File: src/design/rad_pkg.sv
// Shared constants and types of the execution datapath
package rad_pkg;
   localparam int unsigned INSTR_W = 14;
   localparam int unsigned DATA_W = 8;
   localparam int unsigned FADDR_W = 7;
   localparam int unsigned PC_W = 13;
   // Instruction cycle figures at the documented input rate
   localparam int unsigned ICYCLE_NS = 200;
   localparam int unsigned CLOCK_NS = 8;
   localparam int unsigned ICYCLE_CLKS = ICYCLE_NS / CLOCK_NS;
   // Status register layout and special register file addresses
   localparam int unsigned FLAG_CARRY = 0;
   localparam int unsigned FLAG_NIBBLE = 1;
   localparam int unsigned FLAG_ZERO = 2;
   localparam logic [6:0] ADDR_INDIRECT = 7'h00;
   localparam logic [6:0] ADDR_PCL = 7'h02;
   localparam logic [6:0] ADDR_STATUS = 7'h03;
   localparam logic [6:0] ADDR_FSR = 7'h04;
   localparam logic [7:0] STATUS_RESET = 8'h18;
   localparam logic [12:0] PC_RESET = 13'h0000;
   localparam logic [13:0] NOP_WORD = 14'h0000;
   localparam logic [7:0] BYTE_ZERO = 8'h00;
   localparam logic [3:0] NIB_ONES = 4'hf;

   typedef enum logic [3:0] {
      RAD_OP_PASS, RAD_OP_ADD, RAD_OP_SUB, RAD_OP_AND, RAD_OP_IOR, RAD_OP_XOR,
      RAD_OP_COM, RAD_OP_INC, RAD_OP_DEC, RAD_OP_RLF, RAD_OP_RRF, RAD_OP_SWAP,
      RAD_OP_CLR
   } rad_op_e;

   // Decoded execute request
   typedef struct packed {
      rad_op_e op;
      logic use_lit;
      logic to_file;
      logic wr_c;
      logic wr_dc;
      logic wr_z;
      logic jump;
      logic [7:0] lit;
      logic [6:0] faddr;
      logic [12:0] target;
   } rad_ctl_s;

   // Flag triple out of the arithmetic unit
   typedef struct packed {
      logic z;
      logic dc;
      logic c;
   } rad_flags_s;
endpackage

File: src/design/rad_alu.sv
// Eight bit two's complement arithmetic and logic unit
`timescale 1ns/100ps
`default_nettype none
module rad_alu #(
   parameter int unsigned WIDTH = rad_pkg::DATA_W
) (
   input wire rad_pkg::rad_op_e op,
   input wire logic [WIDTH-1:0] acc,
   input wire logic [WIDTH-1:0] opnd,
   input wire logic carry_in,
   output logic [WIDTH-1:0] result,
   output rad_pkg::rad_flags_s flags
);
   // Full-width add with carry in in one step; carry out lands in the top bit
   function automatic logic [WIDTH:0] add_c(input logic [WIDTH-1:0] a,
                                           input logic [WIDTH-1:0] b, input logic ci);
      add_c = {1'b0, a} + {1'b0, b} + {{WIDTH{1'b0}}, ci};
   endfunction

   wire logic sub_op = (op == rad_pkg::RAD_OP_SUB);
   // Subtract as operand plus inverted accumulator plus one
   wire logic [WIDTH-1:0] addend = sub_op ? ~acc : acc;
   wire logic [WIDTH:0] sum = add_c(opnd, addend, sub_op);
   wire logic [4:0] low_sum = {1'b0, opnd[3:0]} + {1'b0, addend[3:0]} + {4'h0, sub_op};

   always_comb begin
      result = opnd;
      unique case (op)
         rad_pkg::RAD_OP_PASS: result = opnd;
         rad_pkg::RAD_OP_ADD, rad_pkg::RAD_OP_SUB: result = sum[WIDTH-1:0];
         rad_pkg::RAD_OP_AND: result = acc & opnd;
         rad_pkg::RAD_OP_IOR: result = acc | opnd;
         rad_pkg::RAD_OP_XOR: result = acc ^ opnd;
         rad_pkg::RAD_OP_COM: result = ~opnd;
         rad_pkg::RAD_OP_INC: result = opnd + {{(WIDTH-1){1'b0}}, 1'b1};
         rad_pkg::RAD_OP_DEC: result = opnd - {{(WIDTH-1){1'b0}}, 1'b1};
         rad_pkg::RAD_OP_RLF: result = {opnd[WIDTH-2:0], carry_in};
         rad_pkg::RAD_OP_RRF: result = {carry_in, opnd[WIDTH-1:1]};
         rad_pkg::RAD_OP_SWAP: result = {opnd[3:0], opnd[WIDTH-1:4]};
         rad_pkg::RAD_OP_CLR: result = '0;
         default: result = opnd;
      endcase
   end

   // Flags: carry out of bit 7 or shifted-out bit, nibble carry out of bit 3
   always_comb begin
      flags.z = (result == '0);
      flags.dc = low_sum[4];
      flags.c = sum[WIDTH];
      if (op == rad_pkg::RAD_OP_RLF) begin
         flags.c = opnd[WIDTH-1];
      end else if (op == rad_pkg::RAD_OP_RRF) begin
         flags.c = opnd[0];
      end
   end
endmodule
`default_nettype wire

File: src/design/rad_decode.sv
// Instruction word decoder for the execute stage
`timescale 1ns/100ps
`default_nettype none
module rad_decode (
   input wire logic [rad_pkg::INSTR_W-1:0] instr,
   output rad_pkg::rad_ctl_s ctl
);
   wire logic [1:0] grp = instr[13:12];
   wire logic [3:0] sub = instr[11:8];

   // Byte ops (00), jumps (10), literal ops (11); bit ops (01) copy the addressed file into the accumulator
   always_comb begin
      ctl = '0;
      ctl.op = rad_pkg::RAD_OP_PASS;
      ctl.faddr = instr[6:0];
      ctl.lit = instr[7:0];
      ctl.target = {2'b00, instr[10:0]};
      ctl.to_file = instr[7];
      if (grp == 2'b00) begin
         unique case (sub)
            4'h0: ctl.op = rad_pkg::RAD_OP_PASS;
            4'h1: begin
               ctl.op = rad_pkg::RAD_OP_CLR;
               ctl.wr_z = 1'b1;
            end
            4'h2: begin
               ctl.op = rad_pkg::RAD_OP_SUB;
               {ctl.wr_c, ctl.wr_dc, ctl.wr_z} = 3'b111;
            end
            4'h3: begin
               ctl.op = rad_pkg::RAD_OP_DEC;
               ctl.wr_z = 1'b1;
            end
            4'h4: begin
               ctl.op = rad_pkg::RAD_OP_IOR;
               ctl.wr_z = 1'b1;
            end
            4'h5: begin
               ctl.op = rad_pkg::RAD_OP_AND;
               ctl.wr_z = 1'b1;
            end
            4'h6: begin
               ctl.op = rad_pkg::RAD_OP_XOR;
               ctl.wr_z = 1'b1;
            end
            4'h7: begin
               ctl.op = rad_pkg::RAD_OP_ADD;
               {ctl.wr_c, ctl.wr_dc, ctl.wr_z} = 3'b111;
            end
            4'h8: begin
               ctl.op = rad_pkg::RAD_OP_PASS;
               ctl.wr_z = 1'b1;
            end
            4'h9: begin
               ctl.op = rad_pkg::RAD_OP_COM;
               ctl.wr_z = 1'b1;
            end
            4'ha: begin
               ctl.op = rad_pkg::RAD_OP_INC;
               ctl.wr_z = 1'b1;
            end
            4'hc: begin
               ctl.op = rad_pkg::RAD_OP_RRF;
               ctl.wr_c = 1'b1;
            end
            4'hd: begin
               ctl.op = rad_pkg::RAD_OP_RLF;
               ctl.wr_c = 1'b1;
            end
            4'he: ctl.op = rad_pkg::RAD_OP_SWAP;
            default: ctl.op = rad_pkg::RAD_OP_PASS;
         endcase
         // Sub-op 0: accumulator ORed with zero, stored to a file or kept as is
         if (sub == 4'h0) begin
            ctl.op = rad_pkg::RAD_OP_IOR;
            ctl.use_lit = 1'b1;
            ctl.lit = '0;
            ctl.wr_z = 1'b0;
            if (!instr[7]) ctl.faddr = '0;
         end
      end else if (grp == 2'b10) begin
         ctl.jump = 1'b1;
         ctl.to_file = 1'b0;
      end else if (grp == 2'b11) begin
         ctl.use_lit = 1'b1;
         ctl.to_file = 1'b0;
         unique case (sub[3:1])
            3'b000, 3'b001: ctl.op = rad_pkg::RAD_OP_PASS;
            3'b100: begin
               ctl.op = (sub[0]) ? rad_pkg::RAD_OP_AND : rad_pkg::RAD_OP_IOR;
               ctl.wr_z = 1'b1;
            end
            3'b101: begin
               ctl.op = rad_pkg::RAD_OP_XOR;
               ctl.wr_z = 1'b1;
            end
            3'b110: begin
               ctl.op = rad_pkg::RAD_OP_SUB;
               {ctl.wr_c, ctl.wr_dc, ctl.wr_z} = 3'b111;
            end
            3'b111: begin
               ctl.op = rad_pkg::RAD_OP_ADD;
               {ctl.wr_c, ctl.wr_dc, ctl.wr_z} = 3'b111;
            end
            default: ctl.op = rad_pkg::RAD_OP_PASS;
         endcase
      end else begin
         ctl.to_file = 1'b0;
      end
   end
endmodule
`default_nettype wire

File: src/design/rad_core.sv
// Fetch/execute datapath top: program bus, file bus, accumulator, flags
`timescale 1ns/100ps
`default_nettype none
module rad_core #(
   parameter int unsigned CYCLE_CLKS = rad_pkg::ICYCLE_CLKS
) (
   input wire logic clock,
   input wire logic reset,
   input wire logic [rad_pkg::INSTR_W-1:0] prog_data,
   input wire logic [rad_pkg::DATA_W-1:0] file_rdata,
   output logic [rad_pkg::PC_W-1:0] prog_addr,
   output logic [rad_pkg::FADDR_W-1:0] file_addr,
   output logic [rad_pkg::DATA_W-1:0] file_wdata,
   output logic file_we,
   output logic [rad_pkg::DATA_W-1:0] acc_out,
   output logic [rad_pkg::DATA_W-1:0] status_out,
   output logic cycle_tick
);
   // ------------------------------------------------------------
   // Instruction cycle divider
   // ------------------------------------------------------------
   logic [7:0] div_count;
   wire logic div_end = (div_count == 8'(CYCLE_CLKS - 1));
   wire logic [7:0] next_div_count = div_end ? '0 : div_count + 8'h01;
   wire logic fetch_slot = (div_count == 8'h00);
   wire logic exec_slot = (div_count == 8'(CYCLE_CLKS / 2));

   always_ff @(posedge clock) begin
      if (reset) div_count <= '0;
      else div_count <= next_div_count;
   end

   // ------------------------------------------------------------
   // Fetch stage and pipeline register
   // ------------------------------------------------------------
   logic [rad_pkg::INSTR_W-1:0] instr_reg;
   logic [rad_pkg::INSTR_W-1:0] exec_reg;
   logic [rad_pkg::PC_W-1:0] pc;
   logic flush;
   logic exec_kill;
   logic [rad_pkg::DATA_W-1:0] acc;
   logic [rad_pkg::DATA_W-1:0] status;
   logic [rad_pkg::DATA_W-1:0] fsr;
   rad_pkg::rad_ctl_s ctl;

   // Indirect slot resolves through the pointer register
   wire logic [rad_pkg::FADDR_W-1:0] eff_addr =
      (ctl.faddr == rad_pkg::ADDR_INDIRECT) ? fsr[rad_pkg::FADDR_W-1:0] : ctl.faddr;
   wire logic is_pcl = (eff_addr == rad_pkg::ADDR_PCL);
   wire logic is_status = (eff_addr == rad_pkg::ADDR_STATUS);
   wire logic is_fsr = (eff_addr == rad_pkg::ADDR_FSR);

   // Core-held special registers read back in data space
   wire logic [rad_pkg::DATA_W-1:0] file_val =
      is_pcl ? pc[rad_pkg::DATA_W-1:0] :
      is_status ? status :
      is_fsr ? fsr : file_rdata;

   rad_decode u_decode (
      .instr(exec_reg),
      .ctl(ctl)
   );

   wire logic [rad_pkg::DATA_W-1:0] operand = ctl.use_lit ? ctl.lit : file_val;
   logic [rad_pkg::DATA_W-1:0] alu_res;
   rad_pkg::rad_flags_s alu_flags;

   rad_alu #(.WIDTH(rad_pkg::DATA_W)) u_alu (
      .op(ctl.op),
      .acc(acc),
      .opnd(operand),
      .carry_in(status[rad_pkg::FLAG_CARRY]),
      .result(alu_res),
      .flags(alu_flags)
   );

   // ------------------------------------------------------------
   // Execute write-back decisions
   // ------------------------------------------------------------
   wire logic do_exec = exec_slot && !exec_kill;
   wire logic write_file = do_exec && ctl.to_file;
   wire logic write_acc = do_exec && !ctl.to_file && !ctl.jump;
   wire logic pcl_write = write_file && is_pcl;
   wire logic take_branch = do_exec && (ctl.jump || pcl_write);
   wire logic [rad_pkg::PC_W-1:0] branch_pc = ctl.jump ? ctl.target :
      {pc[rad_pkg::PC_W-1:rad_pkg::DATA_W], alu_res};

   // Status update: a file write loads every bit, then flag bits written by the unit override it
   logic [rad_pkg::DATA_W-1:0] next_status;
   always_comb begin
      next_status = status;
      if (write_file && is_status) next_status = alu_res;
      if (do_exec && ctl.wr_c) next_status[rad_pkg::FLAG_CARRY] = alu_flags.c;
      if (do_exec && ctl.wr_dc) next_status[rad_pkg::FLAG_NIBBLE] = alu_flags.dc;
      if (do_exec && ctl.wr_z) next_status[rad_pkg::FLAG_ZERO] = alu_flags.z;
   end

   // Program counter: advance on fetch, load on branch
   wire logic [rad_pkg::PC_W-1:0] next_pc = take_branch ? branch_pc :
      (fetch_slot ? pc + 13'h0001 : pc);

   // Fetch refills the pipe each cycle; a branch marks the prefetched word stale
   always_ff @(posedge clock) begin
      if (reset) begin
         pc <= rad_pkg::PC_RESET;
         instr_reg <= rad_pkg::NOP_WORD;
         exec_reg <= rad_pkg::NOP_WORD;
         flush <= 1'b1;
         exec_kill <= 1'b1;
      end else begin
         pc <= next_pc;
         if (fetch_slot) begin
            instr_reg <= prog_data;
            exec_reg <= instr_reg;
            exec_kill <= flush;
         end
         if (take_branch) flush <= 1'b1;
         else if (fetch_slot) flush <= 1'b0;
      end
   end

   // Accumulator, pointer and status state
   always_ff @(posedge clock) begin
      if (reset) begin
         acc <= rad_pkg::BYTE_ZERO;
         fsr <= rad_pkg::BYTE_ZERO;
         status <= rad_pkg::STATUS_RESET;
      end else begin
         if (write_acc) acc <= alu_res;
         if (write_file && is_fsr) fsr <= alu_res;
         status <= next_status;
      end
   end

   // ------------------------------------------------------------
   // Registered outputs
   // ------------------------------------------------------------
   always_ff @(posedge clock) begin
      if (reset) begin
         prog_addr <= rad_pkg::PC_RESET;
         file_addr <= '0;
         file_wdata <= rad_pkg::BYTE_ZERO;
         file_we <= 1'b0;
         acc_out <= rad_pkg::BYTE_ZERO;
         status_out <= rad_pkg::STATUS_RESET;
         cycle_tick <= 1'b0;
      end else begin
         prog_addr <= next_pc;
         file_addr <= eff_addr;
         file_wdata <= alu_res;
         file_we <= write_file;
         acc_out <= acc;
         status_out <= next_status;
         cycle_tick <= div_end;
      end
   end
endmodule
`default_nettype wire

File: config.mk
export PLATFORM = sky130hd
export DESIGN_NAME = rad_core
export DESIGN_NICKNAME = d
export VERILOG_FILES = /design/src/design/rad_pkg.sv /design/src/design/rad_alu.sv /design/src/design/rad_decode.sv /design/src/design/rad_core.sv
export SDC_FILE = /design/constraint.sdc
export NUM_CORES = 1
export LEC_CHECK = 0
export ABC_AREA = 1
export BUFFER_PORTS_ARGS = -buffer_cell sky130_fd_sc_hd__buf_2
export CAP_MARGIN = 20
export CORE_MARGIN = 3
export CORE_UTILIZATION = 55
export CTS_CLUSTER_DIAMETER = 30
export DETAILED_ROUTE_END_ITERATION = 10
export GPL_ROUTABILITY_DRIVEN = 0
export HOLD_SLACK_MARGIN = 0.06
export MAX_ROUTING_LAYER = met4
export PLACE_DENSITY_LB_ADDON = 0.08
export SLEW_MARGIN = 20
export SYNTH_ARGS = -nofsm -noshare
export SYNTH_HDL_FRONTEND = slang
export SYNTH_SLANG_ARGS = --single-unit
File: constraint.sdc
create_clock -name clock -period 5.11 [get_ports clock]
set_input_delay 0 -clock clock [delete_from_list [all_inputs] [get_ports clock]]
set_output_delay 0 -clock clock [all_outputs]
set_load 0.02 [all_outputs]
Word-level counts from Yosys, hierarchy flattened. Cells that the tools add are included.

Add/sub/neg operators: 8. Equality and inequality tests: 37. Mux-type cells: 38. Bitwise logic cells: 5. Reduce and logical (&&, ||, !) cells: 33.

Operator list (count): 8-bit one-hot mux with 11 select lines (1); 4-bit one-hot mux with 12 select lines (1); 4-bit == test (second input constant) (11); 8-bit two-way mux (5); 13-bit two-way mux (3); 4-bit by 3-bit == test with 1-bit output (second input constant) (8); 15-bit two-way mux (2); 5-bit two-way mux (4); 8-bit by 1-bit adder with 8-bit output (second input constant) (2); 4-bit by 2-bit == test with 1-bit output (second input constant) (4); 8-bit zero test (2); 8-bit inverter (2); 4-bit one-hot mux with 4 select lines (1); 3-bit two-way mux (5); 7-bit by 2-bit == test with 1-bit output (second input constant) (2); 7-bit two-way mux (2); 13-bit by 1-bit adder with 13-bit output (second input constant) (1); 1-bit two-way mux (13); 3-bit == test (second input constant) (4); 1-bit logical AND (11); 10-bit OR reduction (1); 2-bit OR reduction (5); 8-bit by 8-bit adder with 9-bit output (1); 9-bit by 1-bit adder with 9-bit output (1); 21 further kinds (29).

Bits in registers: 100. Input bits: 24. Output and inout bits: 46.

Logic depth before layout (Yosys ltp).
Word-level depth: 15. Depth in mapped cells: 37. Mapped depth without buffers: 36.

Modules after synthesis. Synthesis repeated with hierarchy kept, for this count alone.

Cell total of the unflattened synthesis: 1085. Area, all modules: 6870.3 um^2.

Modules (own cells, without submodules): rad_core (times used 1, cells each 664, area each 4657.0 um^2); rad_alu (times used 1, cells each 304, area each 1644.1 um^2); rad_decode (times used 1, cells each 117, area each 569.3 um^2).

Worst setup path after synthesis. Ideal clock, no wire load.

Path type: register to register. Start point: reg exec_reg[8] in the netlist's numbering. End point: reg status_out[2] in the netlist's numbering. Setup time: 0.066 ns. Arrival time: 4.060 ns. Setup slack: 0.984 ns. Cell stages (with the launch flop): 37. Buffers on the path: 2. Period minus slack after synthesis: 4.126 ns. Path through: dfxtp_1 > buf_6 > nor2_8 > nand4_4 > o31ai_4 > nand3_4 > nand2_1 > nand2_1 > nand2_2 > nor2_8 > nand2_2 > buf_6 > nand3_1 > nand2_1 > nand2_1 > nand2_2 > inv_1 > fa_1 > nand2_1 > inv_1 > o21ai_0 > nand2_1 > nand2_1 > nand2_1 > nand2_1 > nand2_1 > o21ai_0 > a21oi_1 > nor3_1 > o21ai_0 > nor2_1 > nor2_1 > nor2_1 > nand3_1 > nor2_1 > nand3_1 > a21oi_2.

Word-level cells in the longest chain between the ends: 15. Elaborated cells between the ends (all ways): 65.

Ends and longest elaborated chain: start, declared (line rad_core.sv:37) `logic [rad_pkg::INSTR_W-1:0] exec_reg;`; start signal, assigned (line rad_core.sv:107) `exec_reg <= rad_pkg::NOP_WORD;`; start signal, assigned (line rad_core.sv:114) `exec_reg <= instr_reg;`; 4-bit zero test (line rad_decode.sv:74) `if (sub == 4'h0) begin`; 15-bit two-way mux (line rad_decode.sv:74); 15-bit two-way mux (line rad_decode.sv:19) `if (grp == 2'b00) begin`; 7-bit zero test (line rad_core.sv:48) `(ctl.faddr == rad_pkg::ADDR_INDIRECT) ? fsr[rad_pkg::FADDR_W-1:0] : ctl.faddr;`; 7-bit two-way mux (line rad_core.sv:48); 7-bit by 3-bit == test with 1-bit output (line rad_core.sv:51) `wire logic is_fsr = (eff_addr == rad_pkg::ADDR_FSR);`; 8-bit two-way mux (line rad_core.sv:57) `is_fsr ? fsr : file_rdata;`; 8-bit two-way mux (line rad_core.sv:56) `is_status ? status :`; 8-bit two-way mux (line rad_core.sv:55) `is_pcl ? pc[rad_pkg::DATA_W-1:0] :`; 8-bit two-way mux (line rad_core.sv:64) `wire logic [rad_pkg::DATA_W-1:0] operand = ctl.use_lit ? ctl.lit : file_val;`; 8-bit by 8-bit adder with 9-bit output (line rad_alu.sv:17) `add_c = {1'b0, a} + {1'b0, b} + {{WIDTH{1'b0}}, ci};`; 9-bit by 1-bit adder with 9-bit output (line rad_alu.sv:17); 8-bit one-hot mux with 11 select lines (line rad_alu.sv:28) `unique case (op)`; 8-bit zero test / 3-bit two-way mux (equally long branches) (line rad_alu.sv:47, rad_core.sv:92); 1-bit two-way mux (line rad_core.sv:95) `if (do_exec && ctl.wr_z) next_status[rad_pkg::FLAG_ZERO] = alu_flags.z;`; end signal, assigned (line rad_core.sv:145) `status_out <= rad_pkg::STATUS_RESET;`; end signal, assigned (line rad_core.sv:153) `status_out <= next_status;`; end, declared (line rad_core.sv:16) `output logic [rad_pkg::DATA_W-1:0] status_out,`.

Parallel ways exist; a longest one is shown, timed or not. The select of a mux whose other input is x is not followed. A chain may end at the register's enable or synchronous reset.

Worst setup path in the final report.
Start point: reg exec_reg[11] in the netlist's numbering. End point: reg status_out[2] in the netlist's numbering.

The elaborated chain is that of the path after synthesis.

==> results.ini <==
[yosys]
yosys_warnings=0
synth_cells=971
ys_ff_latch=100
ys_seq_area_share_pct=30.7
synth_edf_count=0
ys_types=52
async_flop_share_pct=0
synth.avg_cell_area_um2=6.71
synth.net_count=1030
synth-main-ff-cell=dfxtp_1
synthesis.area_um2=6520

[finish]
drive_gt1_share_pct=14.8
design_area_um2=7450
layout_common_cells=176 x nand2_1, 145 x nor2_1, 119 x inv_1, 98 x dfxtp_1, 92 x o21ai_0
layout.nets=1107
diodes=0
final_common_cell=nand2_1
fin_cells=1196
area_delta_synth_final_pct=14.3

[worst_setup_path]
cp-start-kind=register
r2r_cells=36
r2r_setup_slack_ns=0.36
r2r_end=status_out[2]$_SDFFE_PP0P_
cp_max_fo=17
path_class=reg -> reg
crit_top_cell=nand2_1
critical_path.max_stage_delay_ns=0.47
required_ns=5.41
r2r-start=exec_reg[11]$_SDFFE_PP0P_
end_kind=register
slowest_stage=fa_1
arrival_ns=5.05

[timing]
period_needed_ns=4.75
relSlewSlack_pct=29.8
setup_viol=0
worst_slew_pin_slew_ns=1.05
slew_violations=0
finalCritPeriodShare_pct=92.9
skew_ns=0.0105
holdWs_ns=0.158
hold_viol=0
rsz0062_at_grt=false
setup_tns_ns=0
fmax_mhz=211

[run]
cap_violations=0

[route]
drc=0
drt_iter0_markers=607
dr.pass1.iters=5
num_vias=6604
final_antenna_net_count=0
routed_wl_um=19100
wl_per_cell_um=16.0
routed_via_density=5.52

[floorplanning]
die_h_um=115
die-area_um2=13200
core_um2=11500
initial_core_util_pct=56.6
rows=39
io_pins=70
die_w_um=115

[clock_network]
cts_max_level=3
clk_path_buf_depth=2
cts_buffers=9
path_clk_slew_ns=0.08
clkLatencyLatePin_ns=0.36
cts_tree=yes
cts-root-buf=clkbuf_16
clock-sinks=100

[placed_design]
placed_area_um2=6940
placed_cells=1159
dpl.hpwl_um=14100
portBuffers=69

[power_and_ir_drop]
power.total_uw=3150
p_per_area_nw_per_um2=423
p_leak_uw=0.00350
vdd_ir_drop_max_mv=0.284

[global_route]
gr-total-overflow=0
grt_use_total_pct=29.5
antenna_found_initial=0
grt_pass1_vias=5776
grt_pass1_wl_um=29800
grt_max_degree=62

[worst_hold_path]
hp-start=reset
whs_path_depth=2
timing.hold.worst.class=in -> reg
min_to=cycle_tick$_SDFF_PP0_

[outcome]
status=complete, no violations

[worst max-delay path by stage]
| stage | endpoint | cells past startpoint | start | slack (ns) |
|---|---|---|---|---|
| after detailed placement | status_out[2]$_SDFFE_PP0P_ | 36 | exec_reg[8]$_SDFFE_PP0P_ | 0.33 |
| after global placement | status_out[2]$_SDFFE_PP0P_ | 36 | exec_reg[8]$_SDFFE_PP0P_ | 0.52 |
| after global routing | status_out[2]$_SDFFE_PP0P_ | 36 | exec_reg[11]$_SDFFE_PP0P_ | 0.03 |
| after CTS | status_out[2]$_SDFFE_PP0P_ | 36 | exec_reg[8]$_SDFFE_PP0P_ | 0.29 |
| after floorplan | status_out[2]$_SDFFE_PP0P_ | 36 | exec_reg[8]$_SDFFE_PP0P_ | 0.98 |
| final | status_out[2]$_SDFFE_PP0P_ | 36 | exec_reg[11]$_SDFFE_PP0P_ | 0.36 |
[final cells by class]
type / count / area [µm²]
Fill cell: 1098 / 4070
Multi-Input combinational cell: 722 / 3950
Clock inverter: 7 / 82.6
Tap cell: 143 / 179
Timing Repair Buffer: 91 / 546
Sequential cell: 100 / 2000
Clock buffer: 9 / 225
Inverter: 124 / 465
[kinds of logic (layout without fill, tap and decap cells)]
group | Yosys count | in the layout | share of synthesized area, %
buf+inv | 150 | 231 | 9.10
compound gates | 211 | 211 | 18.6
fa+ha+maj | 35 | 35 | 6.95
simple gates | 458 | 459 | 32.3
xor+xnor | 17 | 17 | 2.28
flops | 100 | 100 | 30.7
[Yosys cell counts, drive strengths merged, types with 4 or more instances]
master,number,share of area [%]
nor2,154,10
a31oi,5,0.48
o31ai,4,0.67
dfxtp,100,31
xnor2,4,0.54
nand2,205,13
nand4,13,1.6
nor3,10,0.84
o211ai,15,1.7
a211oi,4,0.46
inv,123,7.1
buf,6,0.81
clkbuf,20,1.2
o21ai,106,8.7
a21oi,67,5.3
nor4,4,0.38
xor2,13,1.7
ha,33,6.3
nand3,65,5.3
[power by group]
group,internal [µW],leakage (µW),total [µW],switching (µW)
Combinational,448,0.00253,1500,1050
Clock,388,0.000149,719,331
Sequential,863,0.000819,927,64.0
[worst max-delay path, delay by kind of cell (launching register included)]
kind	cells	cell delay, ns
AOI/OAI and AO/OA	6	0.85
adders and majority gates	1	0.47
buffers and inverters	4	0.34
DFF	1	0.37
and+or+nand+nor	25	2.65
[per-stage QoR]
step	setup slack (ns)	util, %
6_report	0.362	64.7
5_1_grt	0.0287	64.7
4_1_cts	0.294	64.1
3_5_place_dp	0.326	60.2
3_3_place_gp	0.521	60.2
2_1_floorplan	0.984	-
[routing by layer]
layer / routed length (µm) / part of all wire (%) / track usage, % / up-vias
li1: - / - / - / 3336
met1: 8550 / 45 / 39.4 / 2955
met2: 8530 / 45 / 44.5 / 277
met3: 1560 / 8.2 / 6.63 / 36
met4: 468 / 2.4 / 9.39 / 0
met5: 0 / 0 / - / -
[what timing repair did]
| item | 4_1_cts | 5_1_grt |
|---|---|---|
| resized for setup | 0 | 5 |
| hold endpoints to repair | 14 | 0 |
| setup buffers | 0 | 6 |
| hold buffers | 14 | 0 |
| setup endpoints to repair | 0 | 6 |
No activity file was read; power rests on OpenSTA's default activity.
